--- src/rtl/nvs_pkg.sv ---
package nvs_pkg;
    localparam logic [7:0] OP_READ = 8'h03;
    localparam logic [7:0] OP_WRITE = 8'h02;
    localparam logic [7:0] OP_SET_WRITE_LATCH = 8'h06;
    localparam logic [7:0] OP_CLEAR_WRITE_LATCH = 8'h04;
    localparam logic [7:0] OP_SAVE = 8'h3C;
    localparam logic [7:0] OP_RESTORE = 8'h60;
    localparam logic [7:0] OP_AUTOSAVE_ON = 8'h59;
    localparam logic [7:0] OP_AUTOSAVE_OFF = 8'h19;
    localparam int ADDR_W = 15;
    localparam logic [14:0] ADDR_MAX = 15'h7FFF;
    localparam int CLK_MHZ = 125;
    localparam int SOFTWARE_SEQUENCE_TIME_US = 100;
    localparam int SEQ_CYCLES = SOFTWARE_SEQUENCE_TIME_US * CLK_MHZ;
    localparam int SCK_DIV = 4;
    typedef enum logic [1:0] {NVS_IDLE, NVS_SAVE, NVS_RESTORE, NVS_SETTLE} nvs_busy_e;
endpackage

--- src/rtl/nvs_link_if.sv ---
`timescale 1ns/100ps
`default_nettype none
interface nvs_link_if;
    logic cs_n;
    logic sck;
    logic si;
    logic so_o;
    logic so_oe_n;
    logic hold_n;
    modport dev (input cs_n, input sck, input si, input hold_n, output so_o, output so_oe_n);
    modport host (output cs_n, output sck, output si, output hold_n, input so_o, input so_oe_n);
endinterface
`default_nettype wire

--- src/rtl/nvs_device.sv ---
// Summary of operation
// - read: opcode, two address bytes, top ignored
// - read data msb first on falling sck
// - si ignored after read address
// - read address increments, wraps 7fff to 0
// - master ends single read after one byte
// - write needs latch, opcode, address, data
// - burst write increments and wraps
// - master ends single write after d0
// - write completion clears write latch
// - protected addresses increment, data dropped
// - opcode 3c starts software save
// - opcode 60 starts software restore
// - opcodes 59 and 19 toggle autosave
// - save runs whatever the autosave setting
// - special ops need latch, cleared at cs rise
// - autosave enabled by default, volatile
// - no-autosave variant: opcodes only busy
// - master pauses with hold while sck low
// - paused: si ignored, so released, state kept
// - master resumes with hold while sck low
// - latch clear: write and specials ignored
// - ready flag high during save or restore
// - no read or write while busy
`timescale 1ns/100ps
`default_nettype none
module nvs_device #(
    parameter bit HAS_AUTOSAVE = 1'b1,
    parameter int SEQ_CYCLES = nvs_pkg::SEQ_CYCLES,
    parameter logic [14:0] PROT_LO = 15'h6000,
    parameter bit PROT_EN = 1'b0
) (
    input wire logic clk,
    input wire logic arst_n,
    nvs_link_if.dev link,
    output logic mem_we,
    output logic [14:0] mem_addr,
    output logic [7:0] mem_wdata,
    input wire logic [7:0] mem_rdata,
    output logic save_pulse,
    output logic restore_pulse,
    output logic busy,
    output logic autosave_en,
    output logic write_latch
);
    typedef enum logic [2:0] {PH_OP, PH_A1, PH_A2, PH_RD, PH_WR, PH_IGN, PH_SPC} nvs_ph_e;
    nvs_ph_e ph_reg;
    logic sck_reg, cs_reg;
    logic [2:0] bit_cnt_reg;
    logic [7:0] sh_reg, op_reg, tx_reg;
    logic [14:0] addr_reg;
    logic so_reg;
    logic wrote_reg;
    logic wr_step_reg;
    nvs_pkg::nvs_busy_e bstate_reg;
    logic [31:0] bcnt_reg;
    wire logic active = !link.cs_n && link.hold_n;
    wire logic rise = active && link.sck && !sck_reg;
    wire logic fall = active && !link.sck && sck_reg;
    wire logic cs_rise = link.cs_n && !cs_reg;
    wire logic [7:0] byte_in = {sh_reg[6:0], link.si};
    wire logic byte_done = rise && bit_cnt_reg == 3'd7;
    // one protected window, from PROT_LO to the top of the array
    wire logic prot = PROT_EN && addr_reg >= PROT_LO;
    // busy doubles as the ready flag a status read would show
    assign busy = bstate_reg != nvs_pkg::NVS_IDLE;
    assign mem_addr = addr_reg;
    assign link.so_o = so_reg;
    // so released outside a read and while paused
    assign link.so_oe_n = !(ph_reg == PH_RD && active);
    // edges come from comparing against the previous sample
    always_ff @(posedge clk or negedge arst_n) begin
        if (!arst_n) begin
            sck_reg <= 1'b0;
            cs_reg <= 1'b1;
        end else begin
            sck_reg <= link.sck;
            cs_reg <= link.cs_n;
        end
    end
    always_ff @(posedge clk or negedge arst_n) begin
        if (!arst_n) begin
            ph_reg <= PH_OP;
            bit_cnt_reg <= 3'd0;
            sh_reg <= 8'h00;
            op_reg <= 8'h00;
            addr_reg <= 15'h0000;
        end else if (link.cs_n) begin
            ph_reg <= PH_OP;
            bit_cnt_reg <= 3'd0;
        end else if (rise) begin
            bit_cnt_reg <= bit_cnt_reg + 3'd1;
            sh_reg <= byte_in;
            if (byte_done) begin
                unique case (ph_reg)
                    PH_OP: begin
                        // read or write while busy lands in PH_SPC, which only drops the latch
                        op_reg <= byte_in;
                        if ((byte_in == nvs_pkg::OP_READ || byte_in == nvs_pkg::OP_WRITE)
                            && !busy) begin
                            ph_reg <= (byte_in == nvs_pkg::OP_WRITE && !write_latch)
                                ? PH_IGN : PH_A1;
                        end else begin
                            ph_reg <= PH_SPC;
                        end
                    end
                    PH_A1: begin
                        addr_reg[14:8] <= byte_in[6:0];
                        ph_reg <= PH_A2;
                    end
                    PH_A2: begin
                        addr_reg[7:0] <= byte_in;
                        ph_reg <= op_reg == nvs_pkg::OP_READ ? PH_RD : PH_WR;
                    end
                    PH_RD: addr_reg <= addr_reg + 15'd1;
                    PH_WR, PH_IGN, PH_SPC: ph_reg <= ph_reg;
                endcase
            end
        end else if (wr_step_reg) begin
            // write address steps one cycle late, after the store has used it
            addr_reg <= addr_reg + 15'd1;
        end
    end
    // read byte shifts out on falling edges; data fetched from memory on the first falling edge of each byte
    // first bit of a byte comes straight from memory, the rest from tx_reg
    always_ff @(posedge clk or negedge arst_n) begin
        if (!arst_n) begin
            tx_reg <= 8'h00;
            so_reg <= 1'b0;
        end else if (ph_reg == PH_RD && fall) begin
            if (bit_cnt_reg == 3'd0) begin
                so_reg <= mem_rdata[7];
                tx_reg <= {mem_rdata[6:0], 1'b0};
            end else begin
                so_reg <= tx_reg[7];
                tx_reg <= {tx_reg[6:0], 1'b0};
            end
        end
    end
    always_ff @(posedge clk or negedge arst_n) begin
        if (!arst_n) begin
            mem_we <= 1'b0;
            mem_wdata <= 8'h00;
            wrote_reg <= 1'b0;
            wr_step_reg <= 1'b0;
        end else begin
            mem_we <= ph_reg == PH_WR && byte_done && !prot;
            wr_step_reg <= ph_reg == PH_WR && byte_done;
            if (ph_reg == PH_WR && byte_done) begin
                mem_wdata <= byte_in;
                wrote_reg <= 1'b1;
            end else if (link.cs_n) begin
                wrote_reg <= 1'b0;
            end
        end
    end
    // mem_addr still holds the write address the cycle mem_we is high
    // unknown opcodes drop the latch too, the safer side
    always_ff @(posedge clk or negedge arst_n) begin
        if (!arst_n) begin
            write_latch <= 1'b0;
        end else if (cs_rise) begin
            if (op_reg == nvs_pkg::OP_SET_WRITE_LATCH && ph_reg == PH_SPC) begin
                write_latch <= 1'b1;
            end else if (ph_reg == PH_SPC || wrote_reg) begin
                write_latch <= 1'b0;
            end
        end
    end
    // a busy device refuses a new special op rather than restart the timer
    wire logic spc_go = cs_rise && ph_reg == PH_SPC && write_latch && !busy;
    always_ff @(posedge clk or negedge arst_n) begin
        if (!arst_n) begin
            autosave_en <= HAS_AUTOSAVE;
            bstate_reg <= nvs_pkg::NVS_IDLE;
            bcnt_reg <= 32'd0;
            save_pulse <= 1'b0;
            restore_pulse <= 1'b0;
        end else begin
            save_pulse <= 1'b0;
            restore_pulse <= 1'b0;
            if (spc_go && op_reg == nvs_pkg::OP_SAVE) begin
                bstate_reg <= nvs_pkg::NVS_SAVE;
                save_pulse <= 1'b1;
                bcnt_reg <= 32'(SEQ_CYCLES);
            end else if (spc_go && op_reg == nvs_pkg::OP_RESTORE) begin
                bstate_reg <= nvs_pkg::NVS_RESTORE;
                restore_pulse <= 1'b1;
                bcnt_reg <= 32'(SEQ_CYCLES);
            end else if (spc_go && (op_reg == nvs_pkg::OP_AUTOSAVE_ON
                || op_reg == nvs_pkg::OP_AUTOSAVE_OFF)) begin
                // without autosave the opcodes change nothing but still hold busy
                if (HAS_AUTOSAVE) begin
                    autosave_en <= op_reg == nvs_pkg::OP_AUTOSAVE_ON;
                end
                bstate_reg <= nvs_pkg::NVS_SETTLE;
                bcnt_reg <= 32'(SEQ_CYCLES);
            end else if (busy) begin
                if (bcnt_reg <= 32'd1) begin
                    bstate_reg <= nvs_pkg::NVS_IDLE;
                end
                bcnt_reg <= bcnt_reg - 32'd1;
            end
        end
    end
endmodule
`default_nettype wire

--- src/flat_wrapper.sv ---
// flat-port wrapper written by rule: the top's interface ports become plain ports
module nvs_device_flat 
#(
    parameter bit HAS_AUTOSAVE = 1'b1,
    parameter int SEQ_CYCLES = nvs_pkg::SEQ_CYCLES,
    parameter logic [14:0] PROT_LO = 15'h6000,
    parameter bit PROT_EN = 1'b0
)
  (clk, arst_n, mem_we, mem_addr, mem_wdata, mem_rdata, save_pulse, restore_pulse, busy, autosave_en, write_latch, link_cs_n, link_sck, link_si, link_hold_n, link_so_o, link_so_oe_n);
  nvs_link_if link_i ();
  input wire logic clk;
  input wire logic arst_n;
  output logic mem_we;
  output logic [14:0] mem_addr;
  output logic [7:0] mem_wdata;
  input wire logic [7:0] mem_rdata;
  output logic save_pulse;
  output logic restore_pulse;
  output logic busy;
  output logic autosave_en;
  output logic write_latch;
  input wire logic [$bits(link_i.cs_n)-1:0] link_cs_n;
  input wire logic [$bits(link_i.sck)-1:0] link_sck;
  input wire logic [$bits(link_i.si)-1:0] link_si;
  input wire logic [$bits(link_i.hold_n)-1:0] link_hold_n;
  output wire logic [$bits(link_i.so_o)-1:0] link_so_o;
  output wire logic [$bits(link_i.so_oe_n)-1:0] link_so_oe_n;
  assign link_i.cs_n = link_cs_n;
  assign link_i.sck = link_sck;
  assign link_i.si = link_si;
  assign link_i.hold_n = link_hold_n;
  assign link_so_o = link_i.so_o;
  assign link_so_oe_n = link_i.so_oe_n;
  nvs_device #(.HAS_AUTOSAVE(HAS_AUTOSAVE), .SEQ_CYCLES(SEQ_CYCLES), .PROT_LO(PROT_LO), .PROT_EN(PROT_EN)) u_core (.clk(clk), .arst_n(arst_n), .link(link_i), .mem_we(mem_we), .mem_addr(mem_addr), .mem_wdata(mem_wdata), .mem_rdata(mem_rdata), .save_pulse(save_pulse), .restore_pulse(restore_pulse), .busy(busy), .autosave_en(autosave_en), .write_latch(write_latch));
endmodule
--- config.mk ---
export PLATFORM = sky130hd
export DESIGN_NAME = nvs_device_flat
export DESIGN_NICKNAME = d
export VERILOG_FILES = /design/src/rtl/nvs_pkg.sv /design/src/rtl/nvs_link_if.sv /design/src/rtl/nvs_device.sv /design/src/flat_wrapper.sv
export SDC_FILE = /design/constraint.sdc
export NUM_CORES = 1
export LEC_CHECK = 0
export BUFFER_PORTS_ARGS = -buffer_cell sky130_fd_sc_hd__buf_2
export CORE_ASPECT_RATIO = 1.1
export CORE_MARGIN = 5
export CORE_UTILIZATION = 59
export DETAILED_ROUTE_END_ITERATION = 10
export HOLD_SLACK_MARGIN = 0.08
export PLACE_DENSITY = 0.79
export SLEW_MARGIN = 0
export SYNTH_ARGS = -nofsm -noshare
export SYNTH_HDL_FRONTEND = slang
export SYNTH_SLANG_ARGS = --single-unit
--- constraint.sdc ---
create_clock -name clk -period 4.95 [get_ports clk]
set_input_delay 0.2475 -clock clk [delete_from_list [all_inputs] [get_ports clk]]
set_output_delay 0.2475 -clock clk [all_outputs]
set_load 0.05 [all_outputs]
== Word-level counts from Yosys, hierarchy flattened ==
Cells that the tools add are included.
Cells by class
  $add $sub $neg: 3
  magnitude comparators: 1
  equality and inequality tests: 17
  muxes and demuxes: 32
  bitwise logic cells: 3
  reduce and logical (&&, ||, !) cells: 48
Operators by type and width (number)
  two-way mux 32 bit: 4
  two-way mux 15 bit: 3
  less-or-equal comparator 32 x 1 -> 1 bit, second input constant: 1
  subtractor 32 x 1 -> 32 bit, second input constant: 1
  == test 8 x 2 -> 1 bit, second input constant: 3
  two-way mux 3 bit: 8
  logical AND 1 bit: 19
  == test 8 x 7 -> 1 bit, second input constant: 2
  one-hot mux 8 bit (2 select lines): 1
  adder 15 x 1 -> 15 bit, second input constant: 1
  one-hot mux 7 bit (2 select lines): 1
  AND reduction 4 bit: 3
  nonzero test 2 bit: 6
  nonzero test 4 bit: 3
  two-way mux 2 bit: 5
  == test 3 bit, second input constant: 3
  one-hot mux 3 bit (3 select lines): 1
  == test 8 x 3 -> 1 bit, second input constant: 1
  == test 8 x 5 -> 1 bit, second input constant: 1
  == test 8 x 6 -> 1 bit, second input constant: 1
  two-way mux 1 bit: 8
  two-way mux 8 bit: 1
  zero test 1 bit: 7
  == test 3 x 2 -> 1 bit, second input constant: 2
  other kinds (9): 18
Storage, ports and cells
  register bits: 95
  input port bits: 14
  output and inout port bits: 31
  word-level logic and storage cells: 123

== Logic depth before layout (Yosys ltp) ==
Gate-level depths: netlist (run 1).
  depth in word-level cells: 9
  mapped depth: 7
  mapped depth without buffers: 7

== Least setup slack after synthesis (run 1) ==
Ideal clock, no wire load.
  path type: flip-flop to flip-flop
  start point: register u_core.bcnt_reg[12]
  end point: register u_core.bcnt_reg[26]
  library setup time: 124 ps
  arrival: 2136 ps
  data required time: 4826 ps
  path slack: 2690 ps
  cell stages (with the launch flop): 7
  buffers on the path: 1
  clock period less this slack: 2260 ps
  cells stage by stage: dfrtp_1 or4_4 nand4bb_4 or3_1 buf_2 o311a_1 a211o_1
On the way
  longest elaborated chain between the ends: 5
Ends and longest elaborated chain
  start, declared: RTL line nvs_device.sv:56  | logic [31:0] bcnt_reg;
  start signal, assigned: RTL line nvs_device.sv:185  | bcnt_reg <= 32'(SEQ_CYCLES);
  start signal, assigned: RTL line nvs_device.sv:189  | bcnt_reg <= 32'(SEQ_CYCLES);
  start signal, assigned: RTL line nvs_device.sv:197  | bcnt_reg <= 32'(SEQ_CYCLES);
  subtractor 32 x 1 -> 32 bit: RTL line nvs_device.sv:202  | bcnt_reg <= bcnt_reg - 32'd1;
  two-way mux 32 bit: RTL line nvs_device.sv:198  | end else if (busy) begin
  two-way mux 32 bit: RTL line nvs_device.sv:190  | end else if (spc_go && (op_reg == nvs_pkg::OP_AUTOSAVE_ON
  two-way mux 32 bit: RTL line nvs_device.sv:186  | end else if (spc_go && op_reg == nvs_pkg::OP_RESTORE) begin
  two-way mux 32 bit: RTL line nvs_device.sv:182  | if (spc_go && op_reg == nvs_pkg::OP_SAVE) begin
Every way passes these cells. The select of a mux whose other input is x is not followed.
A chain may end at the register's enable or synchronous reset.

== Worst setup path in the final report (run 1) ==
  start point: input link_cs_n
  end point: register u_core.addr_reg[11], in the netlist u_core.mem_addr[11]
On the way
  longest elaborated chain between the ends: 7
  elaborated cells on any way between the ends: 11
  those cells by class: 2 x eq/ne; 1 x mux; 1 x bitwise; 7 x reduce/logical
Ends and longest elaborated chain
  start, declared: RTL line flat_wrapper.sv:22  | input wire logic [$bits(link_i.cs_n)-1:0] link_cs_n;
  zero test 1 bit: RTL line nvs_device.sv:57  | wire logic active = !link.cs_n && link.hold_n;
  logical AND 1 bit: RTL line nvs_device.sv:57
  logical AND 1 bit (2 in a row): RTL line nvs_device.sv:58  | wire logic rise = active && link.sck && !sck_reg;
  logical AND 1 bit: RTL line nvs_device.sv:62  | wire logic byte_done = rise && bit_cnt_reg == 3'd7;
  != test 2 bit (no line)
  AND reduction 4 bit (no line)
  end signal, assigned: RTL line nvs_device.sv:108  | addr_reg[14:8] <= byte_in[6:0];
  end signal, assigned: RTL line nvs_device.sv:115  | PH_RD: addr_reg <= addr_reg + 15'd1;
  end signal, assigned: RTL line nvs_device.sv:121  | addr_reg <= addr_reg + 15'd1;
  end, declared: RTL line nvs_device.sv:51  | logic [14:0] addr_reg;
Several ways; a longest one is shown, not always the timed one.

==> metrics.txt, run 1 <==
run status=finished clean; Final WS setup=1800 ps; post-DR vias/cell=6.00; Placer Congestion=0.920; # fillers=646; Mapped Nets=485; Peak supply drop=0.152 mV; WP data arrival=3410 ps; # port buffers=44; clock net sink count=94; RSZ-0062 raised after global routing=false; Power Density=276 nW/um^2; kind of critical path=in -> reg; Critical Path RT=5200 ps; pre-CTS WS=2020 ps; top-area cell type share of the netlist area=49.0%; Final period util=63.7%; Core Region=7830 sq um; I/O pin cnt=45; R2R depth=5; cells after synthesis=465; die area=9850 sq um; Slew HR=33.8%; share of post-route cells with drive strength above 1=20.3%; Die Ht=104 microns; achievable frequency=0.317 GHz; Max-cap violations=0; first-pass GRT wire length=17.7 mm; reg2reg start=u_core.sck_reg$_DFF_PN0_; DP Wirelength=7.16 mm; top cells by instance count after synthesis=dfrtp_1 (92), nor2_1 (51), a21oi_1 (41), nand2_1 (33), mux2_2 (24); routed wire length=10.3 mm; synthesized cell area=4700 sq um; Worst-path clk slew=100 ps; # diodes=0; setup TNS=0 ps; iteration count of the initial detailed-routing pass=4; routed len/inst=16.6 microns; min cycle time layout=3150 ps; H-tree Lvls=3; # rows=34; Setup Fix Bufs, Post-CTS=0; CTS tree=built; root buffer cell=clkbuf_8; Final Setup Violations=0; Fin. Hold Viols=0; critical path launch point=link_cs_n; vias in the first global route=3610; area leader, netlist=dfrtp_1; total number of vias=3720; Residual DRC=0; sequential fraction of the synthesis area=50.1%; largest net degree at the start of global routing=60; initial drt markers=216; total gr overflow=0; initial antenna violation count=0; Reg2Reg Setup Slack=2030 ps; Max FO, Critical Path=31; TritonCTS Buffers=9; Nets=527; Synth async-reset ratio=100%; hold_buf cts=3; cell leakage power=2.37 nW; Worst setup SP type=primary input; Antenna Nets Post-Route=0; Die X=95.1 microns; Post-synth EDFFs=0; top cells by area, synth=dfrtp_1 (49%), mux2_2 (5.8%), a21oi_1 (4.4%), nor2_1 (4.1%), xnor2_1 (3.7%); area grow syn2layout=11.9%; final slew viol count=0; CP Capture Type=flop; Netlist cell types=60; clock tree buffer depth=2; Hold Crit Class=in -> reg; GRT Resource Usage Total=22.3%; most common cell in the netlist=dfrtp_1; Post-CTS Resized=0; crit path to=u_core.mem_addr[11]$_DFFE_PN0P_; ys flop type=dfrtp_1; Clock Latency Late Sink=360 ps; Seq cells post-synth=94; R2R Path End=u_core.mem_addr[11]$_DFFE_PN0P_; Min-Delay Path Depth=3; Tightest Pin Transition=991 ps; Yosys Warn Count=0; initial core utilization=60.0%; Mean Syn Cell Area=10.1 sq um; clk_skew=13.3 ps; Largest register FFs=32
==> metal layers <==
layer / share of wire (%) / wire length (microns) / GRT usage, % / vias to the layer above
met5: 0 / 0 / 0 / -
met2: 49 / 5100 / 34.8 / 113
met1: 44 / 4530 / 32.1 / 1819
li1: - / - / - / 1771
met4: 1.5 / 150 / 7.22 / 0
met3: 5.0 / 520 / 3.05 / 17
==> kinds of logic after synthesis <==
family / Yosys count / synth area share (%)
compound gates: 98 / 13.4
xor+xnor: 21 / 3.92
fa+ha+maj: 6 / 1.60
buf+inv: 31 / 2.66
flops: 94 / 50.1
mux: 31 / 7.25
simple gates: 184 / 21.0
==> placed cells by master (no fill, tap or decap), drive strengths merged, types with 4 or more instances in the layout <==
cell type	instances
a211o	9
a21o	4
a21oi	42
buf	46
clkbuf	9
dfrtp	92
ha	6
inv	15
mux2	24
mux2i	7
nand2	34
nand2b	5
nand3	12
nand3b	4
nand4	8
nor2	52
nor3	21
nor4	16
o21ai	16
or3	10
xnor2	20
==> worst max-delay path, cell delays in order <==
cell	delay, ps
dlygate4sd3_1	530
buf_2	190
nor4bb_4	900
nand2_1	830
nor2_1	380
a41oi_1	80
o22a_1	240
==> worst min path at each step <==
stage / endpoint / slack [ps] / start
after floorplan: u_core.bcnt_reg[0]$_DFFE_PN0P_ / -50 / arst_n
after global placement: u_core.bcnt_reg[20]$_DFFE_PN0P_ / 240 / arst_n
after detailed placement: u_core.bcnt_reg[20]$_DFFE_PN0P_ / 240 / arst_n
after CTS: u_core.tx_reg[1]$_DFFE_PN0P_ / 100 / mem_rdata[0]
after global routing: u_core.tx_reg[1]$_DFFE_PN0P_ / 130 / mem_rdata[0]
final: u_core.tx_reg[1]$_DFFE_PN0P_ / 110 / mem_rdata[0]
==> through the flow <==
step                      power, mW  instances  instance area, sq um  util [%]  hold slack (ps)
final                          1.45        620                  5260      67.2              110
after global routing           1.51        620                  5260      67.2              129
after CTS                      1.46        620                  5260      67.2              103
after detailed placement      0.906        601                  5010      64.0              244
after global placement        0.904        601                  5010      64.0              236
after floorplan               0.859        465                  4700         -            -48.1
==> layout make-up <==
| class | count | area, sq um | share of cell area [%] |
|---|---|---|---|
| Tap cell | 108 | 135 | 2.57 |
| Inverter | 13 | 48.8 | 0.928 |
| Clock buffer | 9 | 124 | 2.36 |
| Multi-Input combinational cell | 340 | 2230 | 42.5 |
| Clock inverter | 7 | 95.1 | 1.81 |
| Sequential cell | 94 | 2350 | 44.8 |
| Timing Repair Buffer | 49 | 268 | 5.09 |
==> power by group <==
| part | total (mW) | internal [mW] | switching, mW |
|---|---|---|---|
| registers | 0.819 | 0.784 | 0.0346 |
| clock network | 0.560 | 0.286 | 0.274 |
| logic | 0.0730 | 0.0340 | 0.0391 |
Power figures use the tool's default switching activity.
==> run 2, diff against run 1 <==
Clock period 4.95 ns to 3.2 ns, I/O delays scaled along.
==> run 2 against run 1 <==
Non-clock buffer count up 4. First-iteration DRC count fell by 19%. Via count is 0.11% higher. Wire length down 4.0%. Power grew 64%. Clock power is 79% higher.
==> metrics.txt, run 2 (synthesis gave the netlist of run 1 again) <==
run status=finished clean; R2R depth=5; routed len/inst=15.8 microns; clock net sink count=94; placed cell areas=5030 sq um; # diodes=0; Residual DRC=0; iteration count of the initial detailed-routing pass=4; final slew viol count=0; post-DR vias/cell=5.97; Tightest Pin Transition=918 ps; Min-Delay Path Depth=3; CTS tree=built; H-tree Lvls=3; Hold Path End=u_core.link.so_o$_DFFE_PN0P_; TritonCTS Buffers=9; Die Ht=104 microns; Setup Fix Bufs, Post-CTS=0; Die X=95.1 microns; Final Setup Violations=0; Critical Path RT=3440 ps; WP data arrival=2680 ps; kind of critical path=reg -> reg; # rows=34; Post-CTS Resized=0; Largest register FFs=32; CP Capture Type=flop; clock tree buffer depth=2; Worst setup SP type=flop; placed insts=604; achievable frequency=0.409 GHz; area grow syn2layout=13.4%; cell leakage power=2.40 nW; Max FO, Critical Path=10; pre-CTS WS=814 ps; # port buffers=44; Clock Latency Late Sink=360 ps; most common cell after layout, fill and taps aside=dfrtp_1; initial core utilization=60.0%; initial antenna violation count=0; share of post-route cells with drive strength above 1=20.2%; finished layout cell area=5330 sq um; Final WS setup=755 ps; DP Wirelength=7.10 mm; min cycle time layout=2440 ps; setup TNS=0 ps; I/O pin cnt=45; Reg2Reg Setup Slack=760 ps; Nets=531; Placer Congestion=0.934; clk_skew=15.8 ps; root buffer cell=clkbuf_8; R2R Path End=u_core.bcnt_reg[26]$_DFFE_PN0P_; Max-cap violations=0; Slew HR=38.6%; hold_buf cts=4; first-pass GRT wire length=17.0 mm; largest net degree at the start of global routing=39; total gr overflow=0; initial drt markers=176; most frequent cells in the layout=dfrtp_1 (92), nor2_1 (51), buf_2 (43), a21oi_1 (41), nand2_1 (33); GRT Resource Usage Total=21.3%; die area=9850 sq um; Fin. Hold Viols=0; fin cells=624; total number of vias=3724; hold_sp=mem_rdata[7]; RSZ-0062 raised after global routing=false; Antenna Nets Post-Route=0; reg2reg start=u_core.bcnt_reg[2]$_DFFE_PN0P_; Worst-path clk slew=90 ps; routed wire length=9.89 mm; Peak supply drop=0.302 mV; Final period util=76.4%; Core Region=7830 sq um; vias in the first global route=3598; Power Density=447 nW/um^2; Hold Crit Class=in -> reg
-- run 2: cell count changes in the layout (fill, tap and decap cells not counted) --
| cell | before | now |
|---|---|---|
| buf_4 | 3 | 6 |
| bufinv_16 | 2 | 4 |
| clkbuf_1 | 0 | 3 |
| clkinv_2 | 2 | 0 |
| clkinvlp_4 | 1 | 0 |
| dlygate4sd3_1 | 3 | 4 |
| inv_6 | 2 | 0 |
-- run 2: per-layer routing --
metal / track usage (%) / up-vias / part of all wire, %
met5: 0 / - / 0
met4: 10.5 / 0 / 3.1
met3: 3.26 / 26 / 3.9
met2: 33.6 / 108 / 49
met1: 28.5 / 1805 / 44
li1: - / 1785 / -
-- run 2: metrics by stage --
step / hold slack (ps) / total power [mW] / utilization (%)
3_3_place_gp: 89.6 / 1.40 / 64.3
5_1_grt: 100 / 2.47 / 68.0
6_report: 96.0 / 2.38 / 68.0
4_1_cts: 87.6 / 2.40 / 68.0
2_1_floorplan: -136 / 1.33 / -
3_5_place_dp: 86.6 / 1.40 / 64.3
-- run 2: power breakdown --
part           total [mW]  internal [mW]  switching [mW]
Combinational       0.115         0.0545          0.0600
Clock                1.00          0.600           0.402
Sequential           1.26           1.21          0.0505
Total                2.38           1.87           0.513
-- run 2: critical path: stages, from the launching register on --
cell and delay, ps:
dfrtp_1 450, nor4_2 540, nand2_2 240, or3_1 550
o311a_1 320, a211o_1 220
-- run 2: how the worst max path moves through the flow --
stage	to	depth (start not counted)	start
global placement	u_core.bcnt_reg[26]$_DFFE_PN0P_	5	u_core.bcnt_reg[12]$_DFFE_PN0P_
detailed placement	u_core.bcnt_reg[26]$_DFFE_PN0P_	5	u_core.bcnt_reg[2]$_DFFE_PN0P_
finish	u_core.bcnt_reg[26]$_DFFE_PN0P_	5	u_core.bcnt_reg[2]$_DFFE_PN0P_
global route	u_core.mem_addr[11]$_DFFE_PN0P_	8	link_cs_n
floorplan	u_core.bcnt_reg[26]$_DFFE_PN0P_	6	u_core.bcnt_reg[12]$_DFFE_PN0P_
CTS	u_core.bcnt_reg[26]$_DFFE_PN0P_	5	u_core.bcnt_reg[2]$_DFFE_PN0P_
-- run 2: area by class of cell --
| class | count | area (sq um) |
|---|---|---|
| fill | 626 | 2500 |
| sequential | 94 | 2350 |
| multi-input combinational | 340 | 2230 |
| timing repair buffer | 53 | 300 |
| clock buffer | 12 | 135 |
| tap | 108 | 135 |
| clock inverter | 4 | 120 |
| inverter | 13 | 48.8 |
==> run 3, diff against run 2 <==
Clock period 3.2 ns to 2.3 ns, I/O delays scaled along.
==> run 3 against run 2 <==
Fmax up 9.4%. Die area unchanged. Via count up 3.9%. First-iteration DRC count down 14%. Count of clock-buffer cells in the layout up 1. Sequential power up 40%. Clock power up 11%. Worst setup slack worse by 690 ps. Final area up 2.7%. Critical path type unchanged. Largest cell class unchanged. Highest routed layer unchanged.
==> metrics.txt, run 3 (synthesis gave the netlist of run 1 again) <==
WP data arrival=2480 ps; initial core utilization=60.0%; CTS tree=built; vias in the first global route=3807; Max FO, Critical Path=8; Final Setup Violations=0; TritonCTS Buffers=9; total gr overflow=0; Peak supply drop=0.376 mV; die area=9850 sq um; kind of critical path=reg -> reg; Nets=552; total chip power=3.04 mW; H-tree Lvls=3; Placer Congestion=0.883; Die X=95.1 microns; Largest register FFs=32; root buffer cell=clkbuf_8; initial drt markers=151; run status=finished clean; share of post-route cells with drive strength above 1=22.2%; routed len/inst=16.0 microns; Final WS setup=64.8 ps; Hold Crit Class=in -> async; hold slack=229 ps; first-pass GRT wire length=18.0 mm; Residual DRC=0; I/O pin cnt=45; Final period util=97.2%; Die Ht=104 microns; most common cell after layout, fill and taps aside=dfrtp_1; Slew HR=63.5%; Fin. Hold Viols=0; post-DR vias/cell=6.00; Setup Fix Bufs, Post-CTS=0; clock net sink count=94; # rows=34; Power Density=557 nW/um^2; pre-CTS WS=-9.78 ps; Clock Latency Late Sink=360 ps; area grow syn2layout=16.4%; routed wire length=10.3 mm; # port buffers=44; DP Wirelength=7.24 mm; cell leakage power=2.48 nW; Worst setup SP type=flop; Critical Path RT=2550 ps; achievable frequency=0.447 GHz; Core Region=7830 sq um; clk_skew=11.2 ps; Antenna Nets Post-Route=0; largest net degree at the start of global routing=64; Tightest Pin Transition=543 ps; final slew viol count=0; iteration count of the initial detailed-routing pass=5; initial antenna violation count=0; Worst-path clk slew=90 ps; clock tree buffer depth=2; total number of vias=3870; most frequent cells in the layout=dfrtp_1 (92), nor2_1 (51), buf_2 (43), a21oi_1 (41), nand2_1 (33); GRT Resource Usage Total=22.8%; min cycle time layout=2240 ps; CP Capture Type=flop; RSZ-0062 raised after global routing=false; Max-cap violations=0; # diodes=0
[run 3: cell types whose count changed in the layout (fill, tap and decap cells not counted)]
cell           change
buf_12             +1
buf_4             +12
bufinv_16          -3
clkbuf_1           -1
clkbuf_8           +2
clkinv_2           +1
clkinvlp_4         +1
dlygate4sd3_1      +8
or3_1              -1
or3_4              +1
[run 3: metrics by stage]
stage          area, sq um  std cells  setup TNS [ps]  utilization (%)
6_report              5470        645               0             69.9
5_1_grt               5470        645               0             69.9
4_1_cts               5470        645               0             69.9
3_5_place_dp          5140        617           -9.78             65.7
3_3_place_gp          5140        617               0             65.7
2_1_floorplan         4700        465               0                -
[run 3: layout make-up]
cell class              count  area, sq um
fillers                   616         2360
flip-flops and latches     94         2350
multi-input cells         340         2240
repair buffers             74          490
clock buffers              13          159
well taps                 108          135
inverters                  13         48.8
clock inverters             3         42.5
[run 3: per-layer routing]
layer | GRT usage, % | routed length, microns
met1 | 30.9 | 4350
met2 | 36.8 | 5350
met3 | 4.28 | 465
met4 | 7.53 | 175
met5 | 0 | 0
[run 3: final timing paths]
kind / from / slack, ps / cells after the start / endpoint
min in group clk: link_hold_n / 340 / 5 / u_core.bit_cnt_reg[1]$_DFFE_PN0P_
max in group asynchronous: arst_n / 1360 / 3 / u_core.cs_reg$_DFF_PN1_
max: u_core.bcnt_reg[14]$_DFFE_PN0P_ / 60 / 5 / u_core.bcnt_reg[26]$_DFFE_PN0P_
min reg2reg: u_core.mem_wdata[0]$_DFFE_PN0P_ / 510 / 1 / u_core.mem_wdata[0]$_DFFE_PN0P_
min: arst_n / 230 / 2 / u_core.bcnt_reg[2]$_DFFE_PN0P_
max reg2reg: u_core.bcnt_reg[14]$_DFFE_PN0P_ / 60 / 5 / u_core.bcnt_reg[26]$_DFFE_PN0P_
[run 3: where the power goes]
part	total, mW	switching (mW)	internal (mW)
Sequential	1.76	0.0728	1.69
Combinational	0.174	0.0853	0.0888
Clock	1.11	0.549	0.562
Total	3.04	0.707	2.34
[run 3: worst max-delay path, cell delays in order (launching register included)]
cell	delay (ps)
dfrtp_1	400
or4_4	560
nand4bb_4	220
or3_4	430
o311a_1	300
a211o_1	220
[run 3: what timing repair did]
item	in CTS	in global routing
endpoints found under the hold margin	42	0
setup endpoints to repair	1	0
hold buffers	12	0
resized for setup	1	0
